**src/rtv_pkg.sv**
```systemverilog
// Package for the clock/calendar value registers
package rtv_pkg;

   // ----------------------------------------------------------------
   // Register map (word indices on the plain register port)
   // ----------------------------------------------------------------
   localparam logic [3:0] RTV_CTRL_OFS       = 4'h0;
   localparam logic [3:0] RTV_TIME_WIN_OFS   = 4'h1;
   localparam logic [3:0] RTV_ALARM_WIN_OFS  = 4'h2;
   localparam logic [3:0] RTV_TICK_DIV_OFS   = 4'h3;

   // Control register fields
   localparam int RTV_CTRL_WREN_BIT   = 0;
   localparam int RTV_CTRL_TPTR_LSB   = 4;
   localparam int RTV_CTRL_APTR_LSB   = 8;
   localparam int RTV_CTRL_RUN_BIT    = 12;

   // ----------------------------------------------------------------
   // Window pointer codes
   // ----------------------------------------------------------------
   localparam logic [1:0] RTV_PTR_MIN_SEC    = 2'b00;
   localparam logic [1:0] RTV_PTR_WEEKDAY_DIGIT_HOUR  = 2'b01;
   localparam logic [1:0] RTV_PTR_MONTH_DAY  = 2'b10;
   localparam logic [1:0] RTV_PTR_YEAR       = 2'b11;

   // ----------------------------------------------------------------
   // Field positions inside a 16-bit value word
   // ----------------------------------------------------------------
   localparam int RTV_WEEKDAY_DIGIT_LSB     = 8;
   localparam int RTV_HOUR_TENS_DIGIT_LSB    = 4;
   localparam int RTV_MINUTE_TENS_DIGIT_LSB   = 12;
   localparam int RTV_MINUTE_ONES_DIGIT_LSB   = 8;
   localparam int RTV_SECOND_TENS_DIGIT_LSB   = 4;
   localparam int RTV_MTHTEN_BIT   = 12;
   localparam int RTV_MONTH_ONES_DIGIT_LSB   = 8;
   localparam int RTV_DAY_TENS_DIGIT_LSB   = 4;
   localparam int RTV_YEAR_TENS_DIGIT_LSB    = 4;

   // Masks of implemented bits; other bits read zero
   localparam logic [15:0] RTV_MASK_WEEKDAY_DIGIT_HOUR = 16'h073F;
   localparam logic [15:0] RTV_MASK_MIN_SEC   = 16'h7F7F;
   localparam logic [15:0] RTV_MASK_MONTH_DAY = 16'h1F3F;
   localparam logic [15:0] RTV_MASK_YEAR      = 16'h00FF;

   // Field upper limits; the counting cascade uses all but the day tens limit
   localparam logic [3:0] RTV_MAX_ONES     = 4'h9;
   localparam logic [2:0] RTV_MAX_TEN6     = 3'h5;
   localparam logic [2:0] RTV_MAX_WEEKDAY_DIGIT     = 3'h6;
   localparam logic [1:0] RTV_MAX_HOUR_TENS_DIGIT    = 2'h2;
   localparam logic [3:0] RTV_MAX_HR_ONE2X = 4'h3;
   localparam logic [1:0] RTV_MAX_DAY_TENS_DIGIT   = 2'h3;

   // Reset values of control state
   localparam logic [15:0] RTV_CTRL_RST    = 16'h0000;
   localparam logic [31:0] RTV_TICKDIV_RST = 32'd125_000_000;

   // ----------------------------------------------------------------
   // Carrier types
   // ----------------------------------------------------------------
   typedef struct packed
   {
      logic [3:0] addr;
      logic [31:0] wdata;
      logic       wr;
      logic       rd;
   } rtv_req_s;

   typedef struct packed
   {
      logic [2:0] weekday_digit;
      logic [1:0] hour_tens_digit;
      logic [3:0] hour_ones_digit;
   } rtv_wdhr_s;

   typedef struct packed
   {
      logic [2:0] minute_tens_digit;
      logic [3:0] minute_ones_digit;
      logic [2:0] second_tens_digit;
      logic [3:0] second_ones_digit;
   } rtv_minsec_s;

endpackage : rtv_pkg

```
**src/rtv_value_regs.sv**
```systemverilog
// Clock/calendar value registers behind pointer-selected windows
//
// Design decisions made here: the register addresses and the address-and-strobe port.
`timescale 1ns/1ps

module rtv_value_regs
#(
   parameter logic [31:0] TICK_DIV = rtv_pkg::RTV_TICKDIV_RST
)
(
   input  wire logic              clk,
   input  wire logic              rst_b,
   input  wire rtv_pkg::rtv_req_s busReq,
   output logic [31:0]            rdData
);
   import rtv_pkg::*;

   // ----------------------------------------------------------------
   // Control and storage
   // ----------------------------------------------------------------
   logic [15:0] ctrl_reg;
   logic [31:0] tickDiv_reg;
   logic [31:0] tickCnt_reg;
   rtv_wdhr_s   timeWdHr_reg;
   rtv_minsec_s timeMinSec_reg;
   logic [15:0] timeMthDay_reg;
   logic [15:0] timeYear_reg;
   logic [15:0] alarmMthDay_reg;
   rtv_wdhr_s   alarmWdHr_reg;
   rtv_minsec_s alarmMinSec_reg;

   logic        wrEn;
   logic [1:0]  timePtr;
   logic [1:0]  alarmPtr;
   logic        runOn;
   logic        tick;
   logic        wrTime;
   logic        wrAlarm;
   logic        wrCtrl;
   logic        wrDiv;
   logic [15:0] wd;
   logic [31:0] rdData_next;

   assign wrEn     = ctrl_reg[RTV_CTRL_WREN_BIT];
   assign timePtr  = ctrl_reg[RTV_CTRL_TPTR_LSB +: 2];
   assign alarmPtr = ctrl_reg[RTV_CTRL_APTR_LSB +: 2];
   assign runOn    = ctrl_reg[RTV_CTRL_RUN_BIT];
   assign wd       = busReq.wdata[15:0];
   assign wrTime   = busReq.wr && busReq.addr == RTV_TIME_WIN_OFS;
   assign wrAlarm  = busReq.wr && busReq.addr == RTV_ALARM_WIN_OFS;
   assign wrCtrl   = busReq.wr && busReq.addr == RTV_CTRL_OFS;
   assign wrDiv    = busReq.wr && busReq.addr == RTV_TICK_DIV_OFS;
   assign tick     = runOn && tickCnt_reg == 32'h0000_0000;

   always_ff @(posedge clk)
   begin
      if (!rst_b)
      begin
         ctrl_reg    <= RTV_CTRL_RST;
         tickDiv_reg <= TICK_DIV;
      end
      else
      begin
         if (wrCtrl)
            ctrl_reg <= busReq.wdata[15:0] & 16'h1331;
         if (wrDiv)
            tickDiv_reg <= busReq.wdata;
      end
   end

   // Seconds prescaler; divider 0 means a tick every cycle
   always_ff @(posedge clk)
   begin
      if (!rst_b)
         tickCnt_reg <= 32'h0000_0000;
      else if (!runOn || tickCnt_reg == 32'h0000_0000)
         tickCnt_reg <= tickDiv_reg - 32'h0000_0001 == 32'hFFFF_FFFF
                        ? 32'h0000_0000 : tickDiv_reg - 32'h0000_0001;
      else
         tickCnt_reg <= tickCnt_reg - 32'h0000_0001;
   end

   // ----------------------------------------------------------------
   // Current time cascade
   // ----------------------------------------------------------------
   logic cSec;
   logic cMin;
   logic cHour;
   logic hrTop;
   assign cSec  = timeMinSec_reg.second_ones_digit == RTV_MAX_ONES &&
                  timeMinSec_reg.second_tens_digit == RTV_MAX_TEN6;
   assign cMin  = cSec && timeMinSec_reg.minute_ones_digit == RTV_MAX_ONES &&
                  timeMinSec_reg.minute_tens_digit == RTV_MAX_TEN6;
   assign hrTop = timeWdHr_reg.hour_tens_digit == RTV_MAX_HOUR_TENS_DIGIT &&
                  timeWdHr_reg.hour_ones_digit == RTV_MAX_HR_ONE2X;
   assign cHour = cMin && hrTop;

   // Value contents are not reset: software must load them
   always_ff @(posedge clk)
   begin
      if (wrTime && timePtr == RTV_PTR_MIN_SEC)
         timeMinSec_reg <= rtv_minsec_s'({wd[14:8], wd[6:0]});
      else if (tick)
      begin
         if (timeMinSec_reg.second_ones_digit == RTV_MAX_ONES)
         begin
            timeMinSec_reg.second_ones_digit <= 4'h0;
            if (timeMinSec_reg.second_tens_digit == RTV_MAX_TEN6)
               timeMinSec_reg.second_tens_digit <= 3'h0;
            else
               timeMinSec_reg.second_tens_digit <= timeMinSec_reg.second_tens_digit + 3'h1;
         end
         else
            timeMinSec_reg.second_ones_digit <= timeMinSec_reg.second_ones_digit + 4'h1;
         if (cSec)
         begin
            if (timeMinSec_reg.minute_ones_digit == RTV_MAX_ONES)
            begin
               timeMinSec_reg.minute_ones_digit <= 4'h0;
               if (timeMinSec_reg.minute_tens_digit == RTV_MAX_TEN6)
                  timeMinSec_reg.minute_tens_digit <= 3'h0;
               else
                  timeMinSec_reg.minute_tens_digit <= timeMinSec_reg.minute_tens_digit + 3'h1;
            end
            else
               timeMinSec_reg.minute_ones_digit <= timeMinSec_reg.minute_ones_digit + 4'h1;
         end
      end
   end

   always_ff @(posedge clk)
   begin
      if (wrTime && wrEn && timePtr == RTV_PTR_WEEKDAY_DIGIT_HOUR)
         timeWdHr_reg <= rtv_wdhr_s'({wd[10:8], wd[5:0]});
      else if (tick && cMin)
      begin
         if (hrTop)
            timeWdHr_reg.hour_tens_digit <= 2'h0;
         else if (timeWdHr_reg.hour_ones_digit == RTV_MAX_ONES)
            timeWdHr_reg.hour_tens_digit <= timeWdHr_reg.hour_tens_digit + 2'h1;
         if (hrTop || timeWdHr_reg.hour_ones_digit == RTV_MAX_ONES)
            timeWdHr_reg.hour_ones_digit <= 4'h0;
         else
            timeWdHr_reg.hour_ones_digit <= timeWdHr_reg.hour_ones_digit + 4'h1;
         if (cHour)
            timeWdHr_reg.weekday_digit <= timeWdHr_reg.weekday_digit == RTV_MAX_WEEKDAY_DIGIT
                                 ? 3'h0 : timeWdHr_reg.weekday_digit + 3'h1;
      end
   end

   // Date and year words are held for the window; nothing in this
   // project counts them, they change only on software writes
   always_ff @(posedge clk)
   begin
      if (wrTime && wrEn && timePtr == RTV_PTR_MONTH_DAY)
         timeMthDay_reg <= wd & RTV_MASK_MONTH_DAY;
      if (wrTime && wrEn && timePtr == RTV_PTR_YEAR)
         timeYear_reg <= wd & RTV_MASK_YEAR;
   end

   // ----------------------------------------------------------------
   // Alarm values
   // ----------------------------------------------------------------
   always_ff @(posedge clk)
   begin
      if (wrAlarm && wrEn && alarmPtr == RTV_PTR_MONTH_DAY)
         alarmMthDay_reg <= wd & RTV_MASK_MONTH_DAY;
      if (wrAlarm && wrEn && alarmPtr == RTV_PTR_WEEKDAY_DIGIT_HOUR)
         alarmWdHr_reg <= rtv_wdhr_s'({wd[10:8], wd[5:0]});
      if (wrAlarm && alarmPtr == RTV_PTR_MIN_SEC)
         alarmMinSec_reg <= rtv_minsec_s'({wd[14:8], wd[6:0]});
   end

   // ----------------------------------------------------------------
   // Read path
   // ----------------------------------------------------------------
   function automatic logic [15:0] packWdHr(rtv_wdhr_s v);
      packWdHr = {5'h00, v.weekday_digit, 2'h0, v.hour_tens_digit, v.hour_ones_digit};
   endfunction : packWdHr

   function automatic logic [15:0] packMinSec(rtv_minsec_s v);
      packMinSec = {1'b0, v.minute_tens_digit, v.minute_ones_digit, 1'b0, v.second_tens_digit, v.second_ones_digit};
   endfunction : packMinSec

   always_comb
   begin
      rdData_next = 32'h0000_0000;
      if (busReq.addr == RTV_CTRL_OFS)
         rdData_next = {16'h0000, ctrl_reg};
      else if (busReq.addr == RTV_TICK_DIV_OFS)
         rdData_next = tickDiv_reg;
      else if (busReq.addr == RTV_TIME_WIN_OFS)
      begin
         case (timePtr)
            RTV_PTR_MIN_SEC:   rdData_next[15:0] = packMinSec(timeMinSec_reg);
            RTV_PTR_WEEKDAY_DIGIT_HOUR: rdData_next[15:0] = packWdHr(timeWdHr_reg);
            RTV_PTR_MONTH_DAY: rdData_next[15:0] = timeMthDay_reg;
            default:           rdData_next[15:0] = timeYear_reg;
         endcase
      end
      else if (busReq.addr == RTV_ALARM_WIN_OFS)
      begin
         case (alarmPtr)
            RTV_PTR_MIN_SEC:   rdData_next[15:0] = packMinSec(alarmMinSec_reg);
            RTV_PTR_WEEKDAY_DIGIT_HOUR: rdData_next[15:0] = packWdHr(alarmWdHr_reg);
            RTV_PTR_MONTH_DAY: rdData_next[15:0] = alarmMthDay_reg;
            default:           rdData_next[15:0] = 16'h0000;
         endcase
      end
   end

   always_ff @(posedge clk)
   begin
      if (!rst_b)
         rdData <= 32'h0000_0000;
      else if (busReq.rd)
         rdData <= rdData_next;
      else
         rdData <= 32'h0000_0000;
   end

   // ----------------------------------------------------------------
   // Checks
   // ----------------------------------------------------------------
   chk_wdhr_gate: assert property (@(posedge clk) disable iff (!rst_b)
      wrTime && !wrEn && timePtr == RTV_PTR_WEEKDAY_DIGIT_HOUR && !(tick && cMin)
      |=> $stable(timeWdHr_reg))
      else $error("Weekday/hours changed without write enable");

   chk_alarm_gate: assert property (@(posedge clk) disable iff (!rst_b)
      wrAlarm && !wrEn |=> $stable(alarmMthDay_reg) && $stable(alarmWdHr_reg))
      else $error("Alarm word changed without write enable");

   chk_weekday_digit_range: assert property (@(posedge clk) disable iff (!rst_b)
      tick && cHour && timeWdHr_reg.weekday_digit == RTV_MAX_WEEKDAY_DIGIT
      && !(wrTime && timePtr == RTV_PTR_WEEKDAY_DIGIT_HOUR)
      |=> timeWdHr_reg.weekday_digit == 3'h0)
      else $error("Weekday did not wrap after six");

   chk_hour_wrap: assert property (@(posedge clk) disable iff (!rst_b)
      tick && cHour && !(wrTime && timePtr == RTV_PTR_WEEKDAY_DIGIT_HOUR)
      |=> timeWdHr_reg.hour_tens_digit == 2'h0 && timeWdHr_reg.hour_ones_digit == 4'h0)
      else $error("Hours did not wrap after 23");

   chk_min_pos: assert property (@(posedge clk) disable iff (!rst_b)
      busReq.rd && busReq.addr == RTV_TIME_WIN_OFS && timePtr == RTV_PTR_MIN_SEC
      |=> rdData[14:8] == $past({timeMinSec_reg.minute_tens_digit, timeMinSec_reg.minute_ones_digit}))
      else $error("Minute digits misplaced on read");

   chk_sec_carry: assert property (@(posedge clk) disable iff (!rst_b)
      tick && cSec && !wrTime |=> timeMinSec_reg.second_tens_digit == 3'h0
      && timeMinSec_reg.second_ones_digit == 4'h0)
      else $error("Seconds did not wrap after 59");

   chk_zero_bits: assert property (@(posedge clk) disable iff (!rst_b)
      busReq.rd && busReq.addr == RTV_TIME_WIN_OFS && timePtr == RTV_PTR_WEEKDAY_DIGIT_HOUR
      |=> (rdData & ~{16'h0000, RTV_MASK_WEEKDAY_DIGIT_HOUR}) == 32'h0000_0000)
      else $error("Unimplemented bits read nonzero");

   chk_month_pos: assert property (@(posedge clk) disable iff (!rst_b)
      wrAlarm && wrEn && alarmPtr == RTV_PTR_MONTH_DAY
      ##1 busReq.rd && busReq.addr == RTV_ALARM_WIN_OFS && alarmPtr == RTV_PTR_MONTH_DAY
      |=> rdData[15:0] == ($past(wd, 2) & 16'h1F3F) )
      else $error("Alarm month/day readback wrong");

   cov_sec_tick: cover property (@(posedge clk) disable iff (!rst_b) tick && cSec);
   cov_hour_wrap: cover property (@(posedge clk) disable iff (!rst_b) tick && cHour);
   cov_gated_wr: cover property (@(posedge clk) disable iff (!rst_b) wrAlarm && !wrEn);
   cov_ms_write: cover property (@(posedge clk) disable iff (!rst_b) wrTime && tick);
   cov_alarm_rd: cover property (@(posedge clk) disable iff (!rst_b)
      busReq.rd && busReq.addr == RTV_ALARM_WIN_OFS);

   // ----------------------------------------------------------------
   // Read path, write landing and counting checks
   // ----------------------------------------------------------------
   // Idle cycles must read zero so a bus OR of many slaves stays clean
   chk_rd_idle: assert property (@(posedge clk)
      disable iff (!rst_b) !busReq.rd |=> rdData == 32'h0000_0000)
      else $error("Read data not zero while idle");

   chk_year_pos: assert property (@(posedge clk)
      disable iff (!rst_b) busReq.rd && busReq.addr == RTV_TIME_WIN_OFS
      && timePtr == RTV_PTR_YEAR |=> rdData == {16'h0000, $past(timeYear_reg)})
      else $error("Year word misread");

   chk_year_gate: assert property (@(posedge clk)
      disable iff (!rst_b) wrTime && !wrEn && timePtr == RTV_PTR_YEAR
      |=> $stable(timeYear_reg))
      else $error("Year word changed without write enable");

   chk_alarm_ms_wr: assert property (@(posedge clk)
      disable iff (!rst_b) wrAlarm && alarmPtr == RTV_PTR_MIN_SEC
      |=> alarmMinSec_reg == $past(rtv_minsec_s'({wd[14:8], wd[6:0]})))
      else $error("Alarm minutes/seconds write lost");

   // Software write must win over a count landing in the same cycle
   chk_time_ms_wr: assert property (@(posedge clk)
      disable iff (!rst_b) wrTime && timePtr == RTV_PTR_MIN_SEC
      |=> timeMinSec_reg == $past(rtv_minsec_s'({wd[14:8], wd[6:0]})))
      else $error("Time minutes/seconds write lost");

   chk_alarm_wdhr_rd: assert property (@(posedge clk)
      disable iff (!rst_b) busReq.rd && busReq.addr == RTV_ALARM_WIN_OFS
      && alarmPtr == RTV_PTR_WEEKDAY_DIGIT_HOUR |=> rdData[15:0] == {5'h00,
      $past(alarmWdHr_reg.weekday_digit), 2'h0, $past(alarmWdHr_reg.hour_tens_digit),
      $past(alarmWdHr_reg.hour_ones_digit)})
      else $error("Alarm weekday/hours misread");

   chk_alarm_ptr3: assert property (@(posedge clk)
      disable iff (!rst_b) busReq.rd && busReq.addr == RTV_ALARM_WIN_OFS
      && alarmPtr == RTV_PTR_YEAR |=> rdData == 32'h0000_0000)
      else $error("Unused alarm pointer read nonzero");

   chk_ms_zero: assert property (@(posedge clk)
      disable iff (!rst_b) busReq.rd && busReq.addr == RTV_TIME_WIN_OFS
      && timePtr == RTV_PTR_MIN_SEC
      |=> !rdData[15] && !rdData[7] && rdData[31:16] == 16'h0000)
      else $error("Minutes/seconds reserved bits nonzero");

   chk_sec_step: assert property (@(posedge clk)
      disable iff (!rst_b) tick && !wrTime
      && timeMinSec_reg.second_ones_digit != RTV_MAX_ONES
      |=> timeMinSec_reg.second_ones_digit == $past(timeMinSec_reg.second_ones_digit) + 4'h1)
      else $error("Seconds ones did not step");

   chk_weekday_digit_hold: assert property (@(posedge clk)
      disable iff (!rst_b) tick && cMin && !cHour && !wrTime
      |=> $stable(timeWdHr_reg.weekday_digit))
      else $error("Weekday moved without a day carry");

   chk_md_mask: assert property (@(posedge clk)
      disable iff (!rst_b) busReq.rd && busReq.addr == RTV_ALARM_WIN_OFS
      && alarmPtr == RTV_PTR_MONTH_DAY
      |=> (rdData & ~{16'h0000, RTV_MASK_MONTH_DAY}) == 32'h0000_0000)
      else $error("Alarm month/day reserved bits nonzero");

   chk_div_rd: assert property (@(posedge clk)
      disable iff (!rst_b) busReq.rd && busReq.addr == RTV_TICK_DIV_OFS
      |=> rdData == $past(tickDiv_reg))
      else $error("Divider misread");

endmodule : rtv_value_regs

```
**config.mk**
```make
export PLATFORM = sky130hd
export DESIGN_NAME = rtv_value_regs
export DESIGN_NICKNAME = d
export VERILOG_FILES = /design/src/rtv_pkg.sv /design/src/rtv_value_regs.sv
export SDC_FILE = /design/constraint.sdc
export NUM_CORES = 1
export LEC_CHECK = 0
export BUFFER_PORTS_ARGS = -buffer_cell sky130_fd_sc_hd__buf_2
export CORE_MARGIN = 1.5
export CORE_UTILIZATION = 65
export DETAILED_ROUTE_END_ITERATION = 6
export PLACE_DENSITY_LB_ADDON = 0.2
export SYNTH_ARGS = -nofsm -noshare
export SYNTH_HDL_FRONTEND = slang
export SYNTH_SLANG_ARGS = --single-unit
```
**constraint.sdc**
```tcl
create_clock -name clk -period 6.8 [get_ports clk]
set_input_delay 1.02 -clock clk [delete_from_list [all_inputs] [get_ports clk]]
set_output_delay 1.02 -clock clk [all_outputs]
set_load 0.02 [all_outputs]
```
==> Yosys cells after proc, flatten, opt, wreduce, memory -nomap -nowiden <==
Index checks and enable logic that the tools add are counted.
W data, S select, Z words.
{ "word_totals": {"register_bits": 178, "input_bits": 40, "out_inout_bits": 32} }
{ "classes": {"add_sub_neg": 9, "n_eq_ne": 17, "mux": 24, "bitwise": 4, "reduce_logical": 42} }
{ "op_table": {"columns": ["operator", "n"], "rows": [
  ["$pmux W15 S3", 2],
  ["$mux W32", 2],
  ["$sub A32 B1 Y32 const B", 2],
  ["$eq A32 B32 Y1 const B", 1],
  ["$logic_not A32 Y1", 1],
  ["$mux W16", 2],
  ["$mux W14", 2],
  ["$logic_and A1 B1 Y1", 20],
  ["$mux W3", 6],
  ["$mux W9", 2],
  ["$mux W15", 1],
  ["$mux W13", 1],
  ["$add A4 B1 Y4 const B", 3],
  ["$eq A4 B2 Y1 const B", 3],
  ["$eq A4 B4 Y1 const B", 3],
  ["$mux W4", 3],
  ["$reduce_bool A2 Y1", 6],
  ["$reduce_and A2 Y1", 5],
  ["$add A3 B1 Y3 const B", 3],
  ["$eq A3 B3 Y1 const B", 3],
  ["$eq A2 B2 Y1 const B", 4],
  ["$mux W7", 1],
  ["$eq A2 B1 Y1 const B", 2],
  ["$eq A4 B1 Y1 const B", 1],
  ["11 further kinds", 17]
]} }

==> Depth between registers and ports, before layout <==
Gate-level depths: netlist of run 1.
{ "depth": {"word_depth": 8, "depth_mapped": 11} }

==> Worst setup path after synthesis of run 1 <==
No wires, ideal clock.
{ "synth_path": {"kind": "input to register", "from": "in busReq[37] (netlist bit)", "to": "reg timeMthDay_reg[0], enable pin", "setup_time_ps": 396, "arrival_ps": 2916, "required_ps": 6404, "setup_slack_ps": 3489, "path_stages": 4, "path_buffers": 0, "cell_sequence": "nor3b_1 -> nor2b_1 -> nand3_1 -> nor3b_1"} }
{ "synth_via": {"elab_chain_len": 4} }
{ "synth_lines": {"columns": ["item", "line", "rtl"], "rows": [
  ["start: declaration", "rtv_value_regs.sv:13", "input wire rtv_pkg::rtv_req_s busReq,"],
  ["$eq A4 B1 Y1", "rtv_value_regs.sv:49", "assign wrTime = busReq.wr && busReq.addr == RTV_TIME_WIN_OFS;"],
  ["$logic_and A1 B1 Y1", "rtv_value_regs.sv:49", null],
  ["$logic_and A1 B1 Y1 (2 in series)", "rtv_value_regs.sv:155", "if (wrTime && wrEn && timePtr == RTV_PTR_MONTH_DAY)"],
  ["end signal: assignment", "rtv_value_regs.sv:156", "timeMthDay_reg <= wd & RTV_MASK_MONTH_DAY;"],
  ["end: declaration", "rtv_value_regs.sv:26", "logic [15:0] timeMthDay_reg;"]
]} }
Every way passes these cells.
A chain may end at the register's enable or synchronous reset.

==> Final worst setup path of run 1 <==
{ "layout_path": {"from": "reg tickCnt_reg[18]", "to": "reg timeWdHr_reg[7] (netlist bit), enable pin"} }
{ "layout_via": {"elab_chain_len": 5} }
{ "layout_lines": {"columns": ["item", "line", "rtl"], "rows": [
  ["start: declaration", "rtv_value_regs.sv:23", "logic [31:0] tickCnt_reg;"],
  ["start signal: assignment", "rtv_value_regs.sv:77", "tickCnt_reg <= tickDiv_reg - 32'h0000_0001 == 32'hFFFF_FFFF"],
  ["start signal: assignment", "rtv_value_regs.sv:80", "tickCnt_reg <= tickCnt_reg - 32'h0000_0001;"],
  ["$logic_not A32 Y1", "rtv_value_regs.sv:53", "assign tick = runOn && tickCnt_reg == 32'h0000_0000;"],
  ["$logic_and A1 B1 Y1", "rtv_value_regs.sv:53", null],
  ["$logic_and A1 B1 Y1", "rtv_value_regs.sv:135", "else if (tick && cMin)"],
  ["$reduce_bool A2 Y1 (no source line)", null, null],
  ["$reduce_and A2 Y1 (no source line)", null, null],
  ["end signal: assignment", "rtv_value_regs.sv:134", "timeWdHr_reg <= rtv_wdhr_s'({wd[10:8], wd[5:0]});"],
  ["end: declaration", "rtv_value_regs.sv:24", "rtv_wdhr_s timeWdHr_reg;"]
]} }
Every way passes these cells.

==> results of run 1 <==
worst max-delay path by stage:
| stage | startpoint | end | slack (ps) | cells after the start |
|---|---|---|---|---|
| floorplan | busReq[37] | timeMthDay_reg[0] | 3490 | 4 |
| global placement | busReq[37] | timeMinSec_reg[1] | 3370 | 6 |
| detailed placement | busReq[37] | timeMinSec_reg[1] | 3220 | 6 |
| CTS | tickCnt_reg[18] | timeWdHr_reg[6] | 3380 | 7 |
| global route | tickDiv_reg[0] | tickCnt_reg[18] | 3160 | 10 |
| finish | tickCnt_reg[18] | timeWdHr_reg[7] | 3350 | 7 |
kinds of logic (layout without fill, tap and decap cells):
kind of cell	count (synthesis)	in the layout	share of synthesized area
adders and majority gates	6	6	0.008539
muxes	27	27	0.03971
buffers and inverters	76	129	0.04782
AOI/OAI and AO/OA	172	172	0.1329
xor gates and xnor gates	69	69	0.06874
and+or+nand+nor	368	368	0.2104
DFF	178	178	0.4919
layer usage:
layer / up-vias / routed length (um) / track usage / part of all wire
met5: - / 0 / 0 / 0
met4: 0 / 697 / 0.1280 / 0.031
met3: 66 / 1831 / 0.07950 / 0.082
met2: 350 / 10450 / 0.5065 / 0.47
met1: 3396 / 9366 / 0.4338 / 0.42
li1: 3294 / - / - / -
power breakdown:
part | switching [W] | total [W] | internal [W]
Sequential | 0.0000209 | 0.00115 | 0.00113
Clock | 0.000433 | 0.000972 | 0.000540
Combinational | 0.0000721 | 0.000117 | 0.0000453
per-stage QoR:
stage | total power [W] | setup slack, ps | cells | util | area [um^2]
final | 0.002238 | 3349 | 1125 | 0.7304 | 9673
after global routing | 0.002294 | 3163 | 1125 | 0.7304 | 9673
after CTS | 0.002235 | 3379 | 1125 | 0.7304 | 9673
after detailed placement | 0.001285 | 3217 | 1093 | 0.6860 | 9085
after global placement | 0.001280 | 3366 | 1093 | 0.6860 | 9085
after floorplan | 0.001241 | 3489 | 896 | - | 8791
critical path, stage by stage, from the launching register on:
cell	delay, ps
dfxtp_1	330
or4_1	590
nor4_1	410
nand4_1	440
nor3_1	380
nand4_1	150
or3_1	400
o21ai_0	410
placed cells by master, fill, tap and decap left out, types with 10 or more instances in the layout:
master	n
clkbuf_16	19
nand2_1	129
buf_2	71
o22ai_2	10
xor2_1	27
nand4_1	10
nor2b_1	10
dfxtp_1	102
inv_1	18
nor2_1	64
nor3_1	25
o21ai_0	42
edfxtp_1	76
a21boi_0	26
nand3_1	38
and2_1	22
a21oi_1	35
nor4_1	15
xnor2_1	42
mux2i_1	18
o22ai_1	24
area by class of cell:
type                            count  area share
Tap cell                          176     0.02277
Clock inverter                     10    0.008408
Clock buffer                       22     0.05239
Sequential cell                   178      0.4470
Timing Repair Buffer               79     0.04294
Inverter                           18    0.006985
Multi-Input combinational cell    642      0.4195
==> impl_results.md, run 1 <==
* Synth cell count leaders: nand2_1, dfxtp_1, edfxtp_1
* # Post-CTS Setup Buffers at 0
* Initial antenna violation count at 0
* FP Rows at 42
* Routed length per instance at 19.86 um
* Die area at 0.01423 mm^2
* TritonCTS Sinks at 178
* Slew @ Worst Pin at 1318 ps
* Slew Limit Fails at 0
* Final Hold Vio Count at 0
* Reg-to-Reg End: timeWdHr_reg[7]
* Ports at 72
* Fill cells at 993
* Synth Instances at 896
* EDFF count, synth at 76
* Reg area at 0.004324 mm^2
* Initial Util at 0.6638
* Fmax at 0.2898 GHz
* Hold Path End: tickCnt_reg[0]
* Syn. warnings at 0
* #FFs+latches synth at 178
* Setup TNS at 0 ps
* Grt total ovfl at 0
* CP Capture Type: flip-flop
* Post-cts sizing count at 0
* Worst hold path depth at 1
* Vias in the first global route at 6808
* Global-route wire length before repair at 35300 um
* Post-Route WL at 22350 um
* Worst Setup Start Kind: flip-flop
* Diodes inserted at 0
* Core Box Area at 0.01324 mm^2
* R2R setup slack at 3350 ps
* Min Hold Slack at 512.3 ps
* Layout cells sized above 1 at 0.1496
* Die X at 119.3 um
* Gr usage total at 0.3229
* Sequential element share of the synthesized area at 0.4919
* Reg clk slew, reported paths at 70 ps
* Htree depth at 4
* Netlist cell types at 60
* Yosys top cell area share at 0.2596
* Hold Startpoint: tickCnt_reg[0]
* Drt pass-1 iters at 6
* Fin crit period at 3451 ps
* CTS max path bufs at 2
* Largest net degree at the start of global routing at 42
* R2R cell count at 7
* Drc violations at 0
* DRT iter0 DRCs at 764
* Layout Nets at 982
* Area leader, netlist: edfxtp_1
* Root buf cell: clkbuf_16
* Netlist Area Pre-Place at 0.008791 mm^2
* Clk_lat worst skew at 440 ps
* Clock Skews at 14.99 ps
* Synth-to-layout area growth at 10.03%
* Port Buffer Count at 71
* Footprint of the multi-input gates at 0.004058 mm^2
* DRT antenna net count at 0
* Vias at 7106
* Hold WC Path Type: reg -> reg
* Post-synth top flop: dfxtp_1
* Ys async rst share at 0
* Tcrit/Tclk final at 0.5074
* Status: finished clean
* Relative slew slack at 0.1189
* CP Data Required Time at 6900 ps
* Mapped Nets at 942
* Lkg Pwr at 3.381 nW
* Worst path arrival time at 3550 ps
* RSZ-0062 raised after global routing: false
* Mapped Avg Cell Area at 9.811 um^2
* PD cells at 231.3 mW/mm^2
* Most frequent cell after synthesis: nand2_1
* CTS buffer count at 17
* Crit-path max FO at 5
* Die Y at 119.3 um
* RR Startpoint: tickCnt_reg[18]
* TritonCTS clock tree: done
* Final setup viols at 0
* Dominant cells by area after synthesis: edfxtp_1, dfxtp_1, nand2_1
* RePlAce Congestion at 0.9380
* Hold_buf cts at 0
* Post-detail-place hpwl at 15550 um
* Critical path class: reg -> reg
* Max-cap viol count at 0
* Via/cell ratio at 6.316
* Worst vdd ir at 0.2379 mV
(Power assumes the default switching activity.)
==> run 2, diff against run 1 <==
- ABC_AREA: default -> 1
- CORE_UTILIZATION: 65 -> 55
- clock period: 6.8 -> 2.9 ns (I/O delays scaled with it)
==> run 2 against run 1 <==
Effect of this change: final cell count up 30%; power up 140%; area after synthesis up 3.3%; maximum frequency up 39%; wire length up 11%; final area up 6.8%; combinational power rose to 3.3 times the previous value; register-to-register slack worse by 2900 ps; die area up 21%; first-iteration DRC count up 14%; critical path type unchanged; largest power group unchanged.
==> impl_results.md, run 2 <==
* Status: finished clean (unchanged)
* Synth-to-layout area growth at 13.75% (was 10.03%)
* Worst hold path depth at 3 (was 1)
* Lkg Pwr at 4.482 nW (was 3.381 nW)
* Setup TNS at 0 ps (unchanged)
* EDFF count, synth at 76 (unchanged)
* Die X at 131.5 um (was 119.3 um)
* Hold Path End: tickDiv_reg[26] (was tickCnt_reg[0])
* RR Startpoint: tickDiv_reg[0] (was tickCnt_reg[18])
* Core Box Area at 0.01600 mm^2 (was 0.01324 mm^2)
* Vias in the first global route at 7503 (was 6808)
* Vias at 8110 (was 7106)
* Max incr delay on CP at 310 ps (was 590 ps)
* Dominant cells by area after synthesis: edfxtp_1, dfxtp_1, nand2_1 (unchanged)
* Sequential element share of the synthesized area at 0.4762 (was 0.4919)
* Cell mode on critical path: nand2_1 (was nand4_1)
* Cell Area, Placed at 0.009771 mm^2 (was 0.009085 mm^2)
* CTS max path bufs at 2 (unchanged)
* Final Hold Vio Count at 0 (unchanged)
* Worst Setup Start Kind: flip-flop (unchanged)
* Worst path arrival time at 2780 ps (was 3550 ps)
* Hold_buf cts at 0 (unchanged)
* Commonest non-fill, non-tap cell in the layout: nand2_1 (unchanged)
* Min Hold Slack at 216.9 ps (was 512.3 ps)
* Drc violations at 0 (unchanged)
* Most frequent cell after synthesis: nand2_1 (unchanged)
* Initial Util at 0.5676 (was 0.6638)
* Max-cap viol count at 0 (unchanged)
* Post-Route WL at 24750 um (was 22350 um)
* RSZ-0062 raised after global routing: false (unchanged)
* DRT iter0 DRCs at 872 (was 764)
* Area leader, netlist: edfxtp_1 (unchanged)
* Ys async rst share at 0 (unchanged)
* CP max stage cell: dfxtp_1 (was or4_1)
* R2R setup slack at 410 ps (was 3350 ps)
* Layout cells sized above 1 at 0.1864 (was 0.1496)
* Slew @ Worst Pin at 883.7 ps (was 1318 ps)
* Grt total ovfl at 0 (unchanged)
* CP Capture Type: flip-flop (unchanged)
* Routed length per instance at 16.88 um (was 19.86 um)
* TritonCTS Sinks at 178 (unchanged)
* Post-route cell area at 0.01033 mm^2 (was 0.009673 mm^2)
* Final setup viols at 0 (unchanged)
* Root buf cell: clkbuf_16 (unchanged)
* Utilization after layout at 0.6456 (was 0.7304)
* #FFs+latches synth at 178 (unchanged)
* Ports at 72 (unchanged)
* Slew Limit Fails at 0 (unchanged)
* Synth cell count leaders: nand2_1, nor2_1, inv_1 (was nand2_1, dfxtp_1, edfxtp_1)
* CTS buffer count at 17 (unchanged)
* Netlist cell types at 50 (was 60)
* Crit-path max FO at 32 (was 5)
* Clk_lat worst skew at 430 ps (was 440 ps)
* FP Rows at 46 (was 42)
* Fin crit period at 2488 ps (was 3451 ps)
* Port Buffer Count at 71 (unchanged)
* Mapped Nets at 1201 (was 942)
* Drt pass-1 iters at 6 (unchanged)
* Critical path class: reg -> reg (unchanged)
* Synth Instances at 1155 (was 896)
* Post-cts sizing count at 0 (unchanged)
* Diodes inserted at 0 (unchanged)
* Hold WC Path Type: in -> reg (was reg -> reg)
* Htree depth at 4 (unchanged)
* Global-route wire length before repair at 39350 um (was 35300 um)
* Yosys top cell area share at 0.2513 (was 0.2596)
* Largest net degree at the start of global routing at 55 (was 42)
* Hold Startpoint: busReq[28] (was tickCnt_reg[0])
* Die Y at 131.5 um (was 119.3 um)
* # Post-CTS Setup Buffers at 0 (unchanged)
* Tcrit/Tclk final at 0.8579 (was 0.5074)
* Syn. warnings at 0 (unchanged)
* Via/cell ratio at 5.532 (was 6.316)
* CP Data Required Time at 3190 ps (was 6900 ps)
* TritonCTS clock tree: done (unchanged)
* Post-detail-place hpwl at 18170 um (was 15550 um)
* Initial antenna violation count at 0 (unchanged)
* DRT antenna net count at 0 (unchanged)
* Fmax at 0.4020 GHz (was 0.2898 GHz)
* Post-synth top flop: dfxtp_1 (unchanged)
* Relative slew slack at 0.4102 (was 0.1189)
* Commonest cells after routing, fill and taps aside: nand2_1, nor2_1, inv_1 (was nand2_1, dfxtp_1, edfxtp_1)
* Netlist Area Pre-Place at 0.009081 mm^2 (was 0.008791 mm^2)
* Layout Nets at 1283 (was 982)
* CP Cell Sequence: inv_1, ha_1, nand2_1, nor2_1, nand3_1, inv_2, nand2_1, nand2_1, nand2_1, nor2_1, nand3_1, nor2_4, nand2_4, nand2_2, a21oi_2 (was or4_1, nor4_1, nand4_1, nor3_1, nand4_1, or3_1, o21ai_0)
* Worst vdd ir at 0.4730 mV (was 0.2379 mV)
* Reg-to-Reg End: tickCnt_reg[15] (was timeWdHr_reg[7])
* Mapped Avg Cell Area at 7.863 um^2 (was 9.811 um^2)
* Clock Skews at 8.034 ps (was 14.99 ps)
* RePlAce Congestion at 0.9397 (was 0.9380)
* Gr usage total at 0.2891 (was 0.3229)
* Die area at 0.01729 mm^2 (was 0.01423 mm^2)
* PD cells at 512.9 mW/mm^2 (was 231.3 mW/mm^2)
* R2R cell count at 15 (was 7)
* Reg clk slew, reported paths at 70 ps (about the same)
## run 2: logic make-up (layout without fill, tap and decap cells)
| family | count (synthesis) | count (layout) | share of synthesized area |
|---|---|---|---|
| adders and majority gates | 6 | 6 | 0.008267 |
| buffers and inverters | 166 | 261 | 0.07164 |
| xor gates and xnor gates | 21 | 21 | 0.02108 |
| DFF | 178 | 178 | 0.4762 |
| AOI/OAI and AO/OA | 226 | 226 | 0.1496 |
| and+or+nand+nor | 558 | 558 | 0.2732 |
## run 2: routing by layer
metal	vias to the layer above	part of all wire	wire length [um]	GRT usage
met5	-	0	0	0
met4	0	0.016	405	0.07222
met3	34	0.085	2106	0.05170
met2	357	0.43	10720	0.4310
met1	3740	0.47	11520	0.4339
li1	3979	-	-	-
## run 2: how the worst max path moves through the flow
stage,from,to,cells past startpoint
2_1_floorplan,busReq[37],alarmMthDay_reg[0],5
3_3_place_gp,busReq[37],timeMinSec_reg[4],10
3_5_place_dp,busReq[37],timeMinSec_reg[6],10
4_1_cts,tickDiv_reg[0],tickCnt_reg[15],15
5_1_grt,tickDiv_reg[0],tickCnt_reg[5],15
6_report,tickDiv_reg[0],tickCnt_reg[15],15
## run 2: worst max-delay path, delay by kind of cell (launching register included)
family	cells	cell delay [ps]
fa+ha+maj	1	250
compound gates	1	60
flops	1	310
simple gates	11	1500
buf+inv	2	240
## run 2: cell type report
| cell class | instances | area, um^2 |
|---|---|---|
| clock inverters | 13 | 116.4 |
| fillers | 1417 | 5670 |
| flip-flops and latches | 178 | 4324 |
| repair buffers | 94 | 540.5 |
| well taps | 216 | 270.3 |
| clock buffers | 19 | 442.9 |
| multi-input cells | 811 | 4129 |
| inverters | 135 | 506.7 |
## run 2: metrics by stage
step / instances / total power (W) / setup WS, ps
finish: 1466 / 0.005299 / 412.2
global route: 1466 / 0.005449 / 222.4
detailed placement: 1434 / 0.003122 / 271.1
CTS: 1466 / 0.005305 / 450.2
global placement: 1434 / 0.003117 / 462.7
floorplan: 1155 / 0.002979 / 257.7
## run 2: where the power goes
group          internal, W  total [W]  switching, W
clock network      0.00118    0.00222       0.00104
logic             0.000127   0.000390      0.000262
registers          0.00265    0.00269     0.0000385
total              0.00396    0.00530       0.00134
==> run 3, diff against run 2 <==
- GPL_TIMING_DRIVEN: default -> 0
==> run 3 against run 2 <==
Effect of this change: largest cell class unchanged; via count up 0.90%; setup slack lost 62 ps; final area increased by 0.46%; count of clock-buffer cells in the layout is 1 higher; flip-flop and latch count unchanged.
==> impl_results.md, run 3 (synthesis gave the netlist of run 2 again) <==
* Slew Limit Fails at 0 (unchanged)
* Final Hold Vio Count at 0 (unchanged)
* Drc violations at 0 (unchanged)
* Slew @ Worst Pin at 1002 ps (was 883.7 ps)
* Clock Skews at 8.169 ps (was 8.034 ps)
* Reg clk slew, reported paths at 70 ps (about the same)
* CP Data Required Time at 3050 ps (was 3190 ps)
* Layout cells sized above 1 at 0.1722 (was 0.1864)
* R2R cell count at 16 (was 15)
* Core Box Area at 0.01600 mm^2 (unchanged)
* Via/cell ratio at 5.544 (was 5.532)
* Root buf cell: clkbuf_16 (unchanged)
* Clk_lat worst skew at 440 ps (was 430 ps)
* Post-Route WL at 24760 um (was 24750 um)
* Die Y at 131.5 um (unchanged)
* Reg-to-Reg End: tickCnt_reg[11] (was tickCnt_reg[15])
* Tcrit/Tclk final at 0.8792 (was 0.8579)
* Initial Util at 0.5676 (unchanged)
* Routed length per instance at 16.77 um (was 16.88 um)
* Post-cts sizing count at 0 (unchanged)
* # Post-CTS Setup Buffers at 0 (unchanged)
* Min Hold Slack at 213.3 ps (was 216.9 ps)
* Synth-to-layout area growth at 14.27% (was 13.75%)
* Port Buffer Count at 71 (unchanged)
* Grt total ovfl at 0 (unchanged)
* Initial antenna violation count at 0 (unchanged)
* Gr usage total at 0.2893 (was 0.2891)
* Final setup viols at 0 (unchanged)
* Largest net degree at the start of global routing at 18 (was 55)
* CP max stage cell: nor4_2 (was dfxtp_1)
* Hold_buf cts at 0 (unchanged)
* RR Startpoint: tickDiv_reg[0] (unchanged)
* Final Power at 0.005487 W (was 0.005299 W)
* Lkg Pwr at 4.458 nW (was 4.482 nW)
* Max-cap viol count at 0 (unchanged)
* Status: finished clean (unchanged)
* Commonest cells after routing, fill and taps aside: nand2_1, nor2_1, inv_1 (unchanged)
* Worst path arrival time at 2690 ps (was 2780 ps)
* Drt pass-1 iters at 6 (unchanged)
* Relative slew slack at 0.3264 (was 0.4102)
* Post-detail-place hpwl at 18900 um (was 18170 um)
* FP Rows at 46 (unchanged)
* CP Capture Type: flip-flop (unchanged)
* CP Cell Sequence: buf_2, nor2_1, inv_2, nor3_2, inv_1, nor4_2, buf_4 (was inv_1, ha_1, nand2_1, nor2_1, nand3_1, inv_2, nand2_1, nand2_1, nand2_1, nor2_1, nand3_1, nor2_4, nand2_4, nand2_2, a21oi_2)
* Max incr delay on CP at 810 ps (was 310 ps)
* Commonest non-fill, non-tap cell in the layout: nand2_1 (unchanged)
* Die area at 0.01729 mm^2 (unchanged)
* CTS buffer count at 17 (unchanged)
* RSZ-0062 raised after global routing: false (unchanged)
* Fmax at 0.3922 GHz (was 0.4020 GHz)
* Hold Startpoint: busReq[28] (unchanged)
* Diodes inserted at 0 (unchanged)
* Worst path bufs/invs at 4 (was 2)
* Worst hold path depth at 3 (unchanged)
* Vias in the first global route at 7349 (was 7503)
* CP delay by family, top: simple AND/OR/NAND/NOR gates (unchanged)
* Vias at 8183 (was 8110)
* TritonCTS clock tree: done (unchanged)
* Global-route wire length before repair at 38720 um (was 39350 um)
* RePlAce Congestion at 0.9359 (was 0.9397)
* CTS max path bufs at 2 (unchanged)
* Crit-path max FO at 10 (was 32)
* Htree depth at 4 (unchanged)
* TritonCTS Sinks at 178 (unchanged)
* DRT iter0 DRCs at 791 (was 872)
* PD cells at 528.7 mW/mm^2 (was 512.9 mW/mm^2)
* DRT antenna net count at 0 (unchanged)
* Critical path class: in -> reg (was reg -> reg)
* Fin crit period at 2550 ps (was 2488 ps)
* Hold Path End: tickDiv_reg[26] (unchanged)
* R2R setup slack at 410 ps (about the same)
* Layout Nets at 1293 (was 1283)
* Worst vdd ir at 0.4327 mV (was 0.4730 mV)
* Worst Setup Start Kind: input port (was flip-flop)
* Ports at 72 (unchanged)
* Die X at 131.5 um (unchanged)
* Hold WC Path Type: in -> reg (unchanged)
==> run 3: layout make-up <==
type                       instances  area (um^2)
clock buffer                      20        500.5
inverter                         135        506.7
fill                            1444         5623
multi-input combinational        811         4123
buffer                            31        143.9
clock inverter                    12        131.4
sequential                       178         4324
timing repair buffer              73        377.9
tap                              216        270.3
==> run 3: metal layers <==
layer,global-route usage,share of wire
met1,0.4150,0.45
met2,0.4260,0.43
met3,0.07677,0.094
met4,0.09012,0.024
met5,0,0
==> run 3: how the worst max path moves through the flow <==
| stage | to | slack, ps | start | cells after the start |
|---|---|---|---|---|
| 2_1_floorplan | alarmMthDay_reg[0] | 260 | busReq[37] | 5 |
| 3_3_place_gp | alarmMinSec_reg[13] | -870 | busReq[37] | 6 |
| 3_5_place_dp | alarmWdHr_reg[3] | -230 | busReq[37] | 6 |
| 4_1_cts | alarmWdHr_reg[1] | 230 | busReq[37] | 6 |
| 5_1_grt | tickCnt_reg[11] | 190 | tickDiv_reg[0] | 16 |
| 6_report | alarmMthDay_reg[10] | 350 | busReq[37] | 7 |
==> run 3: per-stage QoR <==
step | setup slack (ps) | std cells | instance area, um^2 | TNS (ps) | util
2_1_floorplan | 257.7 | 1155 | 9081 | 0 | -
3_3_place_gp | -866.2 | 1442 | 9707 | -21360 | 0.6067
3_5_place_dp | -225.1 | 1444 | 9741 | -2157 | 0.6088
4_1_cts | 225.1 | 1476 | 10370 | 0 | 0.6483
5_1_grt | 191.7 | 1476 | 10380 | 0 | 0.6486
6_report | 350.4 | 1476 | 10380 | 0 | 0.6486
==> run 3: power by group <==
group	leakage, nW	switching (W)	internal (W)
Sequential	1.52	0.0000388	0.00265
Combinational	2.63	0.000264	0.000123
Clock	0.312	0.00104	0.00137
==> run 3: worst min-delay path: cells and delay by family <==
family	cells	cell delay, ps
compound gates	2	110
buf+inv	1	70
